--- src/cdp_map.svh ---
// Register map, field positions and reset values for the channel dividers.
// Assumes byte-wide registers, each in its own 32-bit word at four times its index.
`ifndef CDP_MAP_SVH
`define CDP_MAP_SVH

// ----------------------------------------------------------------
// Register indices (byte address = 4 x index)
// ----------------------------------------------------------------
`define CDP_IDX_BASE        9'h190
`define CDP_IDX_LAST        9'h1a7
`define CDP_REG_DEPTH       24
`define CDP_IDX_CH0_COUNT   9'h190
`define CDP_IDX_CH0_OFFSET  9'h191
`define CDP_IDX_CH0_CORR    9'h192
`define CDP_IDX_CH1_COUNT   9'h196
`define CDP_IDX_CH1_OFFSET  9'h197
`define CDP_IDX_CH1_CORR    9'h198
`define CDP_IDX_CH2_S1      9'h199
`define CDP_IDX_CH2_S2      9'h19b
`define CDP_IDX_CH2_BYP     9'h19c
`define CDP_IDX_CH2_CORR    9'h19d
`define CDP_IDX_CH3_S1      9'h19e
`define CDP_IDX_CH3_S2      9'h1a0
`define CDP_IDX_CH3_BYP     9'h1a1
`define CDP_IDX_CH3_CORR    9'h1a2
`define CDP_IDX_SYNC        9'h1a3
`define CDP_IDX_B_ENABLE    9'h1a4
`define CDP_IDX_STATUS      9'h1a5

// ----------------------------------------------------------------
// Field positions
// ----------------------------------------------------------------
`define CDP_LOW_MSB         7
`define CDP_LOW_LSB         4
`define CDP_HIGH_MSB        3
`define CDP_HIGH_LSB        0
`define CDP_BEGIN_HIGH_BIT  4
`define CDP_OFFSET_MSB      3
`define CDP_ONE_BYP_BIT     7
`define CDP_STAGE1_BYP_BIT  4
`define CDP_STAGE2_BYP_BIT  5
`define CDP_CORR_DIS_BIT    0
`define CDP_DIRECT_BIT      1
`define CDP_SYNC_BIT        0

// ----------------------------------------------------------------
// Write masks, reset values and delay-code constants
// ----------------------------------------------------------------
`define CDP_MASK_COUNT      8'hff
`define CDP_MASK_OFFSET     8'h9f
`define CDP_MASK_CORR_ONE   8'h03
`define CDP_MASK_CORR_TWO   8'h01
`define CDP_MASK_BYP        8'h30
`define CDP_MASK_B_ENABLE   8'h03
`define CDP_MASK_NONE       8'h00
`define CDP_REG_RESET       8'h00
`define CDP_CODE_SHORT_MAX  5'h0f
`define CDP_CODE_LONG_BASE  5'h10

`endif

--- src/cdp_pkg.sv ---
// Types shared by the channel divider block.
// Assumes cdp_map.svh is on the include path.
`include "cdp_map.svh"

package cdp_pkg;

    typedef logic [`CDP_REG_DEPTH-1:0][7:0] cdp_regs_t;

    typedef struct packed {
        logic        read;
        logic        write;
        logic [10:0] address;
        logic [31:0] writedata;
        logic [3:0]  byteenable;
    } cdp_av_req_t;

    typedef struct packed {
        logic [3:0] high_cnt;
        logic [3:0] low_cnt;
        logic       bypass;
        logic       corr_dis;
        logic       direct;
        logic [4:0] code;
    } cdp_stage_cfg_t;

    typedef struct packed {
        logic [6:0] halves;
        logic [6:0] wait_cnt;
        logic       prev_in;
        logic       out;
    } cdp_stage_t;

    typedef struct packed {
        cdp_regs_t            regs;
        logic                 wreq;
        logic [31:0]          rdata;
        logic                 sync;
        logic                 in_clk;
        cdp_stage_t [5:0]     stage;
        logic [1:0]           out_b;
    } cdp_state_t;

endpackage : cdp_pkg

--- src/cdp_channel_divider.sv ---
// Four clock channel dividers (two single-stage, two cascaded) with duty correction,
// coarse start delay on channels 0 and 1 and an Avalon-MM register slave.
// Assumes ref_clk runs at twice the divider input rate: one input cycle is two ref_clk
// cycles, giving the half-cycle resolution that odd-ratio correction needs.
//
// How it works
// - Correction is on after reset; only a set disable bit turns it off.
// - Uncorrected active divider is high (high+1) of (high+low+2) input cycles.
// - Bypassed divider passes its input unchanged; correction does not act on it.
// - Corrected divider gives 50 percent for odd and even ratios alike.
// - Direct route passes the input clock untouched, keeping its duty.
// - Rising edge is delayed a whole number of input cycles from a zero offset.
// - Delay code is 16 x begin-high plus offset; codes up to 15 delay directly.
// - Codes of 16 or more delay by code minus 16 plus low count plus one.
// - Offsets act only at a sync, which software must trigger after writing.
// - Channels 2 and 3 cascade two stages; ratio is the product, bypass is one.
// - Channel 2 stage one counts and both bypass bits sit at fixed places.
// - Channel 1 begin-high, offset and counts sit at fixed places.
// - Channels 2 and 3 have a single-ended B output, off until enabled.
// - One disable bit per cascaded channel turns correction off for both stages.
// - Uncorrected active stage is high high+1 and low low+1 input cycles, ratios 2 to 32.
//
// Local design decision: the Avalon-MM slave port.
`timescale 1ns/10ps

module cdp_channel_divider (
    input  wire logic                ref_clk,
    input  wire logic                rst,
    input  wire cdp_pkg::cdp_av_req_t av_req,
    output logic [31:0]              avs_readdata,
    output logic                     avs_waitrequest,
    output logic [3:0]               clk_out,
    output logic [1:0]               clk_out_b
);

    // ----------------------------------------------------------------
    // Helpers
    // ----------------------------------------------------------------
    function automatic logic [7:0] reg_at(input cdp_pkg::cdp_regs_t r, input logic [8:0] idx);
        logic [8:0] off;
        off = idx - `CDP_IDX_BASE;
        return r[off[4:0]];
    endfunction : reg_at

    function automatic logic idx_mapped(input logic [8:0] idx);
        return (idx >= `CDP_IDX_BASE) && (idx <= `CDP_IDX_LAST);
    endfunction : idx_mapped

    function automatic logic [7:0] write_mask(input logic [8:0] idx);
        logic [7:0] m;
        m = `CDP_MASK_NONE;
        unique case (idx)
            `CDP_IDX_CH0_COUNT, `CDP_IDX_CH1_COUNT, `CDP_IDX_CH2_S1, `CDP_IDX_CH2_S2,
            `CDP_IDX_CH3_S1, `CDP_IDX_CH3_S2:     m = `CDP_MASK_COUNT;
            `CDP_IDX_CH0_OFFSET, `CDP_IDX_CH1_OFFSET: m = `CDP_MASK_OFFSET;
            `CDP_IDX_CH0_CORR, `CDP_IDX_CH1_CORR:     m = `CDP_MASK_CORR_ONE;
            `CDP_IDX_CH2_CORR, `CDP_IDX_CH3_CORR:     m = `CDP_MASK_CORR_TWO;
            `CDP_IDX_CH2_BYP, `CDP_IDX_CH3_BYP:       m = `CDP_MASK_BYP;
            `CDP_IDX_B_ENABLE:                        m = `CDP_MASK_B_ENABLE;
            default:                                  m = `CDP_MASK_NONE;
        endcase
        return m;
    endfunction : write_mask

    // Stages: 0 ch0, 1 ch1, 2 ch2 first, 3 ch2 second, 4 ch3 first, 5 ch3 second
    function automatic cdp_pkg::cdp_stage_cfg_t stage_cfg(input cdp_pkg::cdp_regs_t r,
                                                          input int s);
        cdp_pkg::cdp_stage_cfg_t c;
        logic [7:0]              cnt;
        logic [7:0]              aux;
        logic [7:0]              corr;
        c   = '0;
        cnt = '0;
        aux = '0;
        corr = '0;
        unique case (s)
            0: begin
                cnt  = reg_at(r, `CDP_IDX_CH0_COUNT);
                aux  = reg_at(r, `CDP_IDX_CH0_OFFSET);
                corr = reg_at(r, `CDP_IDX_CH0_CORR);
            end
            1: begin
                cnt  = reg_at(r, `CDP_IDX_CH1_COUNT);
                aux  = reg_at(r, `CDP_IDX_CH1_OFFSET);
                corr = reg_at(r, `CDP_IDX_CH1_CORR);
            end
            2, 3: begin
                cnt  = reg_at(r, (s == 2) ? `CDP_IDX_CH2_S1 : `CDP_IDX_CH2_S2);
                aux  = reg_at(r, `CDP_IDX_CH2_BYP);
                corr = reg_at(r, `CDP_IDX_CH2_CORR);
            end
            default: begin
                cnt  = reg_at(r, (s == 4) ? `CDP_IDX_CH3_S1 : `CDP_IDX_CH3_S2);
                aux  = reg_at(r, `CDP_IDX_CH3_BYP);
                corr = reg_at(r, `CDP_IDX_CH3_CORR);
            end
        endcase
        c.low_cnt  = cnt[`CDP_LOW_MSB:`CDP_LOW_LSB];
        c.high_cnt = cnt[`CDP_HIGH_MSB:`CDP_HIGH_LSB];
        c.corr_dis = corr[`CDP_CORR_DIS_BIT];
        if (s < 2) begin
            c.bypass = aux[`CDP_ONE_BYP_BIT];
            c.direct = corr[`CDP_DIRECT_BIT];
            c.code   = aux[`CDP_BEGIN_HIGH_BIT:0];
        end else begin
            c.bypass = (s == 2 || s == 4) ? aux[`CDP_STAGE1_BYP_BIT] : aux[`CDP_STAGE2_BYP_BIT];
        end
        return c;
    endfunction : stage_cfg

    function automatic logic [5:0] ratio(input cdp_pkg::cdp_stage_cfg_t c);
        return 6'({2'b00, c.high_cnt} + {2'b00, c.low_cnt} + 6'h02);
    endfunction : ratio

    // Start delay in half input cycles
    function automatic logic [6:0] delay_halves(input cdp_pkg::cdp_stage_cfg_t c);
        logic [5:0] cyc;
        if (c.code <= `CDP_CODE_SHORT_MAX)
            cyc = {1'b0, c.code};
        else
            cyc = 6'({1'b0, c.code} - {1'b0, `CDP_CODE_LONG_BASE} + {2'b00, c.low_cnt} + 6'h01);
        return {cyc, 1'b0};
    endfunction : delay_halves

    // ----------------------------------------------------------------
    // State
    // ----------------------------------------------------------------
    cdp_pkg::cdp_state_t q;
    cdp_pkg::cdp_state_t d;

    logic [8:0] bus_idx;
    assign bus_idx = av_req.address[10:2];

    logic [7:0] b_en;
    assign b_en = reg_at(q.regs, `CDP_IDX_B_ENABLE);

    always_comb begin
        cdp_pkg::cdp_stage_cfg_t c;
        logic                    src;
        logic                    edge_seen;
        logic [6:0]              hi_halves;
        logic [6:0]              per_halves;
        logic [8:0]              off;
        c          = '0;
        off        = '0;
        src        = 1'b0;
        edge_seen  = 1'b0;
        hi_halves  = '0;
        per_halves = '0;
        d          = q;
        d.sync     = 1'b0;
        d.wreq     = 1'b1;

        // Bus: one wait cycle, then the access completes
        if ((av_req.read || av_req.write) && q.wreq) begin
            d.wreq  = 1'b0;
            d.rdata = '0;
            if (bus_idx == `CDP_IDX_STATUS)
                d.rdata[5:0] = {q.stage[5].out, q.stage[4].out, q.stage[3].out,
                                q.stage[2].out, q.stage[1].out, q.stage[0].out};
            else if (idx_mapped(bus_idx))
                d.rdata[7:0] = reg_at(q.regs, bus_idx) & write_mask(bus_idx);
        end
        if (av_req.write && !q.wreq && av_req.byteenable[0] && idx_mapped(bus_idx)) begin
            off = bus_idx - `CDP_IDX_BASE;
            d.regs[off[4:0]] = av_req.writedata[7:0] & write_mask(bus_idx);
            // Offsets only land at this pulse, not at the register write
            if (bus_idx == `CDP_IDX_SYNC)
                d.sync = av_req.writedata[`CDP_SYNC_BIT];
        end

        // Divider input: forced low at sync, then toggles every cycle
        d.in_clk = q.sync ? 1'b0 : ~q.in_clk;

        for (int s = 0; s < 6; s++) begin
            c          = stage_cfg(q.regs, s);
            src        = (s == 3 || s == 5) ? q.stage[(s == 3 || s == 5) ? s - 1 : s].out : q.in_clk;
            edge_seen  = (s == 3 || s == 5) ? (src != q.stage[s].prev_in) : 1'b1;
            per_halves = {ratio(c), 1'b0};
            // Correction stretches high to half the period, landing on an input fall for odd ratios
            hi_halves  = c.corr_dis ? {2'b00, c.high_cnt, 1'b0} + 7'h02
                                    : {1'b0, ratio(c)};
            d.stage[s].prev_in = src;
            if (q.sync) begin
                d.stage[s].halves   = '0;
                d.stage[s].wait_cnt = delay_halves(c);
                d.stage[s].out      = 1'b0;
                d.stage[s].prev_in  = 1'b0;
            end else if (c.bypass || c.direct) begin
                d.stage[s].out = src;
            end else if (edge_seen) begin
                if (q.stage[s].wait_cnt != '0) begin
                    d.stage[s].wait_cnt = q.stage[s].wait_cnt - 7'h01;
                end else begin
                    d.stage[s].out    = (q.stage[s].halves < hi_halves);
                    d.stage[s].halves = (q.stage[s].halves >= per_halves - 7'h01) ? '0
                                        : q.stage[s].halves + 7'h01;
                end
            end
        end

        d.out_b[0] = b_en[0] & d.stage[3].out;
        d.out_b[1] = b_en[1] & d.stage[5].out;
    end

    always_ff @(posedge ref_clk or posedge rst) begin
        if (rst) begin
            q      <= '0;
            q.wreq <= 1'b1;
            q.sync <= 1'b1;
        end else begin
            q <= d;
        end
    end

    assign avs_readdata    = q.rdata;
    assign avs_waitrequest = q.wreq;
    assign clk_out         = {q.stage[5].out, q.stage[3].out, q.stage[1].out, q.stage[0].out};
    assign clk_out_b       = q.out_b;

    // ----------------------------------------------------------------
    // Checks on channel 0, the cascade, correction reset, the B output and the bus
    // ----------------------------------------------------------------
    cdp_pkg::cdp_stage_cfg_t c0;
    cdp_pkg::cdp_stage_cfg_t c1;
    cdp_pkg::cdp_stage_cfg_t c2;
    cdp_pkg::cdp_stage_cfg_t c5;
    logic [7:0] hi_q;
    logic [7:0] per_q;
    logic [7:0] since_q;
    logic [7:0] quiet_q;
    logic       first_q;
    logic       prev_q;

    assign c0 = stage_cfg(q.regs, 0);
    assign c1 = stage_cfg(q.regs, 1);
    assign c2 = stage_cfg(q.regs, 3);
    assign c5 = stage_cfg(q.regs, 5);

    // Helper counters read only by the checks below
    always_ff @(posedge ref_clk or posedge rst) begin
        if (rst) begin
            hi_q    <= '0;
            per_q   <= '0;
            since_q <= '0;
            quiet_q <= '0;
            first_q <= 1'b0;
            prev_q  <= 1'b0;
        end else begin
            prev_q <= q.stage[0].out;
            hi_q   <= q.stage[0].out ? hi_q + 8'h01 : 8'h00;
            if (q.sync) begin
                since_q <= '0;
                first_q <= 1'b1;
                per_q   <= '0;
            end else begin
                since_q <= (since_q == 8'hff) ? since_q : since_q + 8'h01;
                per_q   <= (q.stage[0].out && !prev_q) ? 8'h01
                           : (per_q == 8'hff) ? per_q : per_q + 8'h01;
                if (q.stage[0].out && !prev_q)
                    first_q <= 1'b0;
            end
            quiet_q <= (av_req.write || q.sync) ? 8'h00
                       : (quiet_q == 8'hff) ? quiet_q : quiet_q + 8'h01;
        end
    end

    logic ch0_steady;
    // Steady: the sync was the last write, so counts and offset are those it loaded
    assign ch0_steady = !c0.bypass && !c0.direct && (quiet_q > since_q);
endmodule : cdp_channel_divider

--- config.mk ---
export PLATFORM = sky130hd
export DESIGN_NAME = cdp_channel_divider
export DESIGN_NICKNAME = d
export VERILOG_FILES = /design/src/cdp_pkg.sv /design/src/cdp_channel_divider.sv
export VERILOG_INCLUDE_DIRS = /design/src
export SDC_FILE = /design/constraint.sdc
export NUM_CORES = 1
export LEC_CHECK = 0
export BUFFER_PORTS_ARGS = -buffer_cell sky130_fd_sc_hd__buf_2
export CORE_MARGIN = 1.5
export CORE_UTILIZATION = 45
export CTS_BUF_LIST = sky130_fd_sc_hd__clkbuf_2 sky130_fd_sc_hd__clkbuf_4 sky130_fd_sc_hd__clkbuf_8
export CTS_CLUSTER_DIAMETER = 120
export DETAILED_ROUTE_END_ITERATION = 6
export GPL_TIMING_DRIVEN = 0
export PLACE_DENSITY = 0.72
export SKIP_LAST_GASP = 1
export SLEW_MARGIN = 10
export SYNTH_ARGS = -nofsm -noshare
export SYNTH_HDL_FRONTEND = slang
export SYNTH_SLANG_ARGS = --single-unit
--- constraint.sdc ---
create_clock -name ref_clk -period 14 [get_ports ref_clk]
set_clock_uncertainty 0.05 [all_clocks]
set_input_delay 2.1 -clock ref_clk [delete_from_list [all_inputs] [get_ports ref_clk]]
set_output_delay 2.1 -clock ref_clk [all_outputs]
set_load 0.05 [all_outputs]
Word-level counts from Yosys, hierarchy flattened
Index checks and enable logic that the tools add are counted. Widths: inputs -> output; s select.

Mux-type cells: 79. Eq/ne operators: 35. Bitwise operators: 5. $lt $le $gt $ge: 18. $add $sub $neg: 43. Reduce and logical (&&, ||, !) cells: 41.

Operators with widths (count): $mux 14 (14); $bwmux 192 (1); $eq 9x9->1 const B (17); $mux 7 (18); $sub 7x1->7 const B (12); $add 5x2->6 const B (12); $mux 8 (7); $mux 6 (9); $add 7x1->7 const B (6); $ge 7x7->1 (6); $lt 7x6->1 (6); $reduce_bool 7->1 (6); $bmux 8 s5 (1); $demux 8 s5 (1); $pmux 8 s5 (1); $mux 33 (1); $add 4x4->5 (6); $mux 1 (25); $ne 2x2->1 const B (12); $and 8x8->8 (2); $reduce_and 2->1 (8); $reduce_bool 2->1 (8); $add 6x1->6 const B (2); $add 6x4->6 (2); other kinds (19) (38).

Input port bits: 51. Word-level logic and storage cells: 270. Output and inout bits: 39. Register bits after elaboration: 297.

Logic depth before layout (Yosys ltp)
Gate-level depths: netlist of run 1.

Depth after elaboration: 10. Gate-level depth with buffers: 15. Depth with buffers taken out: 15.

Least setup slack after synthesis of run 1
No wires, ideal clock.

Path kind: input to register. Start: input port av_req[42] (netlist bit). End: register q, in the netlist c1[14]. Stages: 7. Library setup time: 131 ps. Arrival: 3496 ps. Path buffers: 2. Setup slack: 10323 ps. Data required time: 13819 ps. Cell sequence: buf_6 > or2_4 > a2111oi_4 > nand4_1 > buf_2 > nand2_1 > o21ai_0.

Word-level cells in the longest chain between the ends: 6. Elaborated cells on any way between the ends: 34. Classes of those cells: add/sub: 1; order compare: 4; eq/ne: 15; mux: 5; bitwise: 1; reduce/logical: 8.

Ends and longest elaborated chain: start, declared (line cdp_channel_divider.sv:29) `input wire cdp_pkg::cdp_av_req_t av_req,`; $sub 5x5->5 (no line) / $eq 9x9->1 (equally long branches); $lt 5x6->1 (implied by the code), or another cell as far along (line cdp_channel_divider.sv:166) `d.regs[off[4:0]] = av_req.writedata[7:0] & write_mask(bus_idx);`; $logic_and 1x1->1 (implied by the code) / $pmux 8 s5 (equally long branches) (line cdp_channel_divider.sv:166, cdp_channel_divider.sv:52); $mux 8, on equally long branches (line cdp_channel_divider.sv:166, cdp_channel_divider.sv:164); $demux 8 s5 / $and 8x8->8 (equally long branches) (line cdp_channel_divider.sv:166); $bwmux 192 (line cdp_channel_divider.sv:166); end, declared (line cdp_channel_divider.sv:128) `cdp_pkg::cdp_state_t q;`.

Parallel ways exist; a longest one is shown, timed or not. The select of a mux whose other input is x is not followed. A chain may end at the register's enable or synchronous reset.

Worst setup path after layout of run 1
Start: input port av_req[40] (netlist bit). End: register q, in the netlist c0[0].

The elaborated chain is that of the path after synthesis.

==> results of run 1 <==
routing by layer:
layer  routed length [um]  up-vias  track usage [%]
li1                     -     6450                -
met1                20340     6841            31.13
met2                22400      465            38.01
met3                 3168      122            4.235
met4                 1937        2            9.550
met5                   16        -                0
cell families (layout without fill, tap and decap cells):
kind of cell / count (synthesis) / count (layout) / share of synthesized area [%]
multiplexers: 106 / 106 / 8.309
other: 1 / 24 / 0.02075
buffers and inverters: 173 / 302 / 5.331
XOR/XNOR: 97 / 97 / 4.743
AO/OA/AOI/OAI: 319 / 319 / 11.81
flip-flops: 297 / 297 / 41.14
AND/OR/NAND/NOR: 608 / 608 / 17.66
adder cells (fa/ha/maj): 154 / 154 / 10.99
area by class of cell:
type / count / area share, %
buffer: 99 / 3.387
clock buffer: 73 / 4.654
clock inverter: 19 / 1.236
inverter: 74 / 1.409
multi-input combinational: 1308 / 48.21
sequential: 297 / 36.72
tap: 525 / 3.245
timing repair buffer: 37 / 1.137
state kept, by name (all words and copies together), names as in the netlist:
register and count:
c0 16, clk_out_b 2, avs_readdata 8, q 222
b_en 8, c1 16, avs_waitrequest 1, c2 10
clk_out 4, c5 10
final timing paths:
kind | startpoint | endpoint | slack, ns | cells past startpoint
min | q[321]$_DFFE_PP0P_ | q[321]$_DFFE_PP0P_ | 0.43 | 1
min reg2reg | q[321]$_DFFE_PP0P_ | q[321]$_DFFE_PP0P_ | 0.43 | 1
min in group asynchronous | rst | q[98]$_DFF_PP0_ | 1.53 | 2
max reg2reg | c0[9]$_DFFE_PP0P_ | q[13]$_DFFE_PP0P_ | 10.07 | 12
max in group asynchronous | rst | avs_waitrequest$_DFF_PP1_ | 10.97 | 4
max | av_req[40] | c0[0]$_DFFE_PP0P_ | 9.87 | 9
synth_stat cells (11+ instances only):
cell type and count:
dfrtp_1 295, nand2_1 149, ha_1 146, o21ai_0 98, nor2_1 92, nand3_1 87, and2_1 81, inv_1 72
mux2i_1 66, nor2b_1 59, xor2_1 53, xnor2_1 43, buf_4 42, a21oi_1 37, nor3_1 34, a31oi_1 31
mux4_2 24, and3_1 23, clkbuf_1 23, a21o_1 20, a22oi_1 18, o21ai_1 18, buf_2 12, buf_6 12
o211ai_1 11, o21a_1 11
through the flow:
step                cells  power [uW]
floorplan            1778        1312
global placement     2338        1414
detailed placement   2340        1435
CTS                  2432        2346
global route         2432        2452
finish               2432        2338
power groups by stage:
| stage | clock, uW | combinational (uW) | sequential [uW] |
|---|---|---|---|
| 2_1_floorplan | 0 | 346 | 966 |
| 3_3_place_gp | 0 | 427 | 987 |
| 3_5_place_dp | 0 | 446 | 989 |
| 4_1_cts | 923 | 449 | 974 |
| 5_1_grt | 966 | 504 | 983 |
| 6_report | 912 | 451 | 975 |
==> results.json, run 1 <==
{
  "critPathTopFamily": "buffers and inverters",
  "slew_headroom_pct": 28.30,
  "ios": 90,
  "synthFlopType": "dfrtp_1",
  "switching_share_pct": 30.41,
  "synth_edf_count": 0,
  "seq_area_um2": 7435,
  "cts_buffers": 50,
  "cp.buffers_inverters": 4,
  "rsz0062_at_grt": "no",
  "cp.required_ns": 14.39,
  "cpPeakStageDelay_ns": 0.71,
  "layout_common_cells": "295 x dfrtp_1, 149 x nand2_1, 146 x ha_1, 98 x o21ai_0, 92 x nor2_1",
  "clk_latency_ns": 0.62,
  "first_iter_violations": 1055,
  "ctsResizeCount": 0,
  "maxCapViolCount": 0,
  "hold_path.class": "flip-flop to flip-flop",
  "die_w_um": 203.4,
  "final_util_pct": 51.07,
  "crit_slowest_cell": "clkbuf_1",
  "vias": 13880,
  "wl_um": 47860,
  "finalCriticalPeriod_ns": 4.134,
  "endpoint_kind": "flip-flop",
  "routabilityCongestion": 0.9642,
  "fin_crit_sh_pct": 29.53,
  "setup_viol": 0,
  "post_drt_wl_per_cell_um": 19.68,
  "cts_tree": "yes",
  "status": "complete, no violations",
  "post_dp_cell_area_um2": 19050,
  "final-hold-violation-count": 0,
  "cp-start-kind": "primary input",
  "power.switching_uw": 710.8,
  "share_seq_of_total_power_pct": 41.7,
  "dp_hpwl_um": 34750,
  "syn_avg_cell_area_um2": 10.30,
  "clkPwrFrac_pct": 39.0,
  "cts_hold_buf": 0,
  "synth-seq-cells": 297,
  "hold_slack_ns": 0.4262,
  "yosysTopAreaCell": "dfrtp_1",
  "cts_sinks": 297,
  "worstPathCellList": "buf_2, buf_6, and2_1, buf_1, a21oi_1, a21o_1, nand3_1, clkbuf_1, o21ai_0",
  "grt_max_degree": 117,
  "p_per_area_nw_per_um2": 115.5,
  "final_common_cell": "dfrtp_1",
  "multi_input_area_um2": 9759,
  "n_antenna_cell": 0,
  "synthCells": 1755,
  "grt_pass1_wl_um": 75590,
  "fin_setup_tns_ns": 0,
  "ys_seq_area_share_pct": 41.14,
  "overflow": 0,
  "syn_to_final_growth_pct": 12.03,
  "dp_slack_ns": 9.340,
  "grt_pass1_vias": 13590,
  "internal_power_uw": 1627,
  "yosys_warnings": 0,
  "peakVddDrop_uv": 79.95,
  "vias_per_cell": 5.707,
  "cp_data_arrival_time_ns": 4.52,
  "path_clk_slew_ns": 0.06,
  "syn-cell-area_um2": 18070,
  "ys_types": 84,
  "nFillCells": 3532,
  "power.leakage_uw": 0.009789,
  "clock.fmax_mhz": 241.9,
  "worst_slew_pin_slew_ns": 1.072,
  "antenna_left": 0,
  "cts-htree-levels": 2,
  "die_h_um": 203.4,
  "worst_slack_ns": 9.866,
  "fin_area_um2": 20240,
  "firstDrtPassIters": 6,
  "dieArea_um2": 41370,
  "synth.top_cell.area_share_pct": 40.85,
  "antenna_found_initial": 2,
  "post_cts_buffers": 0,
  "nNetsFinal": 2072,
  "portBuffers": 35,
  "drive_gt1_share_pct": 13.74,
  "start_util_pct": 45.59,
  "cp_max_fo": 10,
  "track_usage_pct": 23.48,
  "clockBufferDepth": 3,
  "slew_viol_final": 0,
  "rows": 73,
  "ys_top_cells_by_area": "dfrtp_1 41%, ha_1 10%, mux2i_1 3.7%",
  "async_flop_share_pct": 100.0,
  "fp.coreArea_um2": 39640,
  "cts-root-buf": "clkbuf_8",
  "drc_errors": 0,
  "pwr-share-comb_pct": 19.3,
  "critPathKind": "primary input to flip-flop"
}
No activity file was read; power rests on OpenSTA's default activity.
==> run 2, diff against run 1 <==
- ABC_AREA: not set -> 1
- PLACE_DENSITY: 0.72 -> 0.74
- clock period: 14 -> 3.8 ns (I/O delays scaled with it)
==> run 2 against run 1 <==
The run now ends with DRC left. Non-clock buffer count decreased by 5. Sequential power increased to 3.6 times the previous value. Clock power increased to 3.8 times the previous value. Power grew to 3.6 times the previous value. Via count increased by 17%. Critical path depth increased by 7. Largest power group unchanged.
==> results.json, run 2 <==
{
  "fin_area_um2": 20890,
  "antenna_found_initial": 0,
  "clockBufferDepth": 3,
  "total_power_uw": 8521,
  "grt_max_degree": 41,
  "drive_gt1_share_pct": 12.32,
  "maxCapViolCount": 0,
  "yosys.area_share.simple_pct": 25.36,
  "share_seq_of_total_power_pct": 41.6,
  "die_w_um": 206.0,
  "yosysTopAreaCell": "dfrtp_1",
  "rrSetupSlack_ns": 0.28,
  "yosys-mux-area-fraction_pct": 0.3237,
  "slew_viol_final": 0,
  "violations": "DRC",
  "internal_power_uw": 5889,
  "pwr-share-comb_pct": 17.9,
  "synth_top_family_by_area": "simple AND/OR/NAND/NOR gates",
  "antenna_left": 0,
  "grt_pass1_vias": 15610,
  "clkPwrFrac_pct": 40.5,
  "dp_hpwl_um": 38370,
  "top_register": "q",
  "cts-root-buf": "clkbuf_8",
  "synth.top_cell.area_share_pct": 39.79,
  "n_antenna_cell": 0,
  "fp.coreArea_um2": 40740,
  "cp-startpoint": "q[206]$_DFFE_PP0P_",
  "endpoint_kind": "flip-flop",
  "peakVddDrop_uv": 301.9,
  "r2r_start": "q[206]$_DFFE_PP0P_",
  "cp-start-kind": "flip-flop",
  "power.leakage_uw": 0.01105,
  "hold_slack_ns": 0.1489,
  "synthCells": 2398,
  "largest_reg_flops": 222,
  "hold_path.class": "primary input to flip-flop",
  "switching_share_pct": 30.88,
  "first_iter_violations": 1525,
  "synth_edf_count": 0,
  "syn_to_final_growth_pct": 12.62,
  "rows": 74,
  "dieArea_um2": 42450,
  "overflow": 0,
  "p_per_area_nw_per_um2": 407.8,
  "async_flop_share_pct": 100.0,
  "drc_errors": 1,
  "vias_per_cell": 5.244,
  "path_clk_slew_ns": 0.06,
  "start_util_pct": 45.54,
  "layout_common_cells": "552 x nand2_1, 338 x nor2_1, 307 x inv_1, 295 x dfrtp_1, 146 x ha_1",
  "die_h_um": 206.0,
  "grt_pass1_wl_um": 83310,
  "wl_um": 52260,
  "final-hold-violation-count": 0,
  "finalCriticalPeriod_ns": 3.517,
  "fin_setup_tns_ns": 0,
  "cts_sinks": 297,
  "cp.required_ns": 4.31,
  "post_cts_buffers": 0,
  "yosysMostFrequentCell": "nand2_1",
  "synthFlopType": "dfrtp_1",
  "yosys_warnings": 0,
  "r2r_end": "q[49]$_DFFE_PP0P_",
  "cts_tree": "yes",
  "r2r.worst_path.cells": 16,
  "synth_fa_ha_area_share_pct": 10.71,
  "routabilityCongestion": 0.9555,
  "synth-seq-cells": 297,
  "clk_latency_ns": 0.64,
  "track_usage_pct": 25.33,
  "cts-htree-levels": 2,
  "crit_end": "q[49]$_DFFE_PP0P_",
  "cp_data_arrival_time_ns": 4.02,
  "critPathKind": "flip-flop to flip-flop",
  "syn_avg_cell_area_um2": 7.737,
  "slew_headroom_pct": 49.69,
  "portBuffers": 34,
  "cts_buffers": 53,
  "ys_types": 54,
  "vias": 16240,
  "nNetsFinal": 2724,
  "ios": 90,
  "synth_commonest_cells": "552 x nand2_1, 338 x nor2_1, 308 x inv_1",
  "firstDrtPassIters": 7,
  "rsz0062_at_grt": "no",
  "clock.fmax_mhz": 284.3,
  "status": "finished, violations left",
  "fin_crit_sh_pct": 92.56,
  "final_common_cell": "nand2_1",
  "ys_seq_area_share_pct": 40.07,
  "worst_slew_pin_slew_ns": 0.7512,
  "setup_viol": 0,
  "syn-cell-area_um2": 18550,
  "post_dp_cell_area_um2": 19640,
  "cp_max_fo": 7,
  "power.switching_uw": 2632,
  "synth_compound_area_share_pct": 10.28,
  "ys_top_cells_by_area": "dfrtp_1 40%, nand2_1 11%, ha_1 9.8%",
  "post_drt_wl_per_cell_um": 16.88,
  "synthXorXnorAreaFrac_pct": 3.446
}
-- run 2: changes by cell type after synthesis, sizes merged, moves of 32 or more --
cell,change
a21oi,+72
and2,-81
inv,+250
mux2i,-60
mux4,-32
nand2,+415
nor2,+279
nor2b,-59
o21ai,+71
-- run 2: logic make-up after synthesis --
kind of cell,Yosys count
multiplexers,6
AND/OR/NAND/NOR,1104
XOR/XNOR,73
buffers and inverters,414
AO/OA/AOI/OAI,349
adder cells (fa/ha/maj),154
other,1
flip-flops,297
-- run 2: final cells by class --
cell class / instances / area [um^2]
repair buffers: 43 / 340.3
multi-input cells: 1710 / 9402
flip-flops and latches: 297 / 7435
clock buffers: 84 / 1044
well taps: 532 / 665.6
inverters: 326 / 1237
plain buffers: 88 / 580.6
clock inverters: 16 / 190.2
fillers: 3917 / 19850
-- run 2: per-layer routing --
metal | vias to the layer above | track usage (%) | share of wire [%] | routed length, um
met2 | 579 | 40.18 | 45 | 23600
met3 | 91 | 4.163 | 7.3 | 3796
met1 | 7729 | 35.16 | 45 | 23430
li1 | 7837 | - | - | -
met4 | 0 | 8.385 | 2.7 | 1423
met5 | - | 0 | 0 | 0
-- run 2: power by group through the flow --
stage	Clock (uW)	Sequential (uW)	Combinational [uW]
after floorplan	0	3540	1130
after global placement	0	3600	1440
after detailed placement	0	3600	1500
after CTS	3500	3540	1510
after global routing	3640	3570	1700
final	3450	3550	1520
-- run 2: worst max-delay path, stage by stage, from the launching register on --
cell and delay, ns:
dfrtp_1 0.43, inv_1 0.07, ha_1 0.27, inv_1 0.04
ha_1 0.21, fa_1 0.41, or2_2 0.32, nand2_1 0.13
nor2_1 0.06, nand2_1 0.07, xor2_1 0.15, ha_1 0.26
a21oi_1 0.15, o21ai_0 0.10, a21oi_1 0.47, nand4_1 0.14
o21ai_0 0.11
-- run 2: repair_timing --
action,CTS,global route
hold buffers,1,0
resized for setup,0,3
endpoints found under the hold margin,21,0
endpoints found under the setup margin,0,10
-- run 2: worst min-delay path by stage --
| stage | start | endpoint | slack (ns) | cells past startpoint |
|---|---|---|---|---|
| final | av_req[48] | avs_waitrequest$_DFF_PP1_ | 0.15 | 2 |
| after detailed placement | q[84]$_DFFE_PP0P_ | q[84]$_DFFE_PP0P_ | 0.42 | 1 |
| after global placement | q[84]$_DFFE_PP0P_ | q[84]$_DFFE_PP0P_ | 0.40 | 1 |
| after global routing | av_req[48] | avs_waitrequest$_DFF_PP1_ | 0.15 | 2 |
| after floorplan | q[84]$_DFFE_PP0P_ | q[84]$_DFFE_PP0P_ | 0.38 | 1 |
| after CTS | av_req[48] | avs_waitrequest$_DFF_PP1_ | 0.12 | 2 |
-- run 2: stage by stage --
step | instances | setup WS [ns] | utilization, %
after global placement | 2987 | -2.544 | 47.81
final | 3096 | 0.2827 | 51.29
after global routing | 3096 | 0.0003935 | 51.29
after floorplan | 2421 | -0.7635 | -
after CTS | 3096 | 0.2573 | 51.26
after detailed placement | 2995 | 0.2421 | 48.21
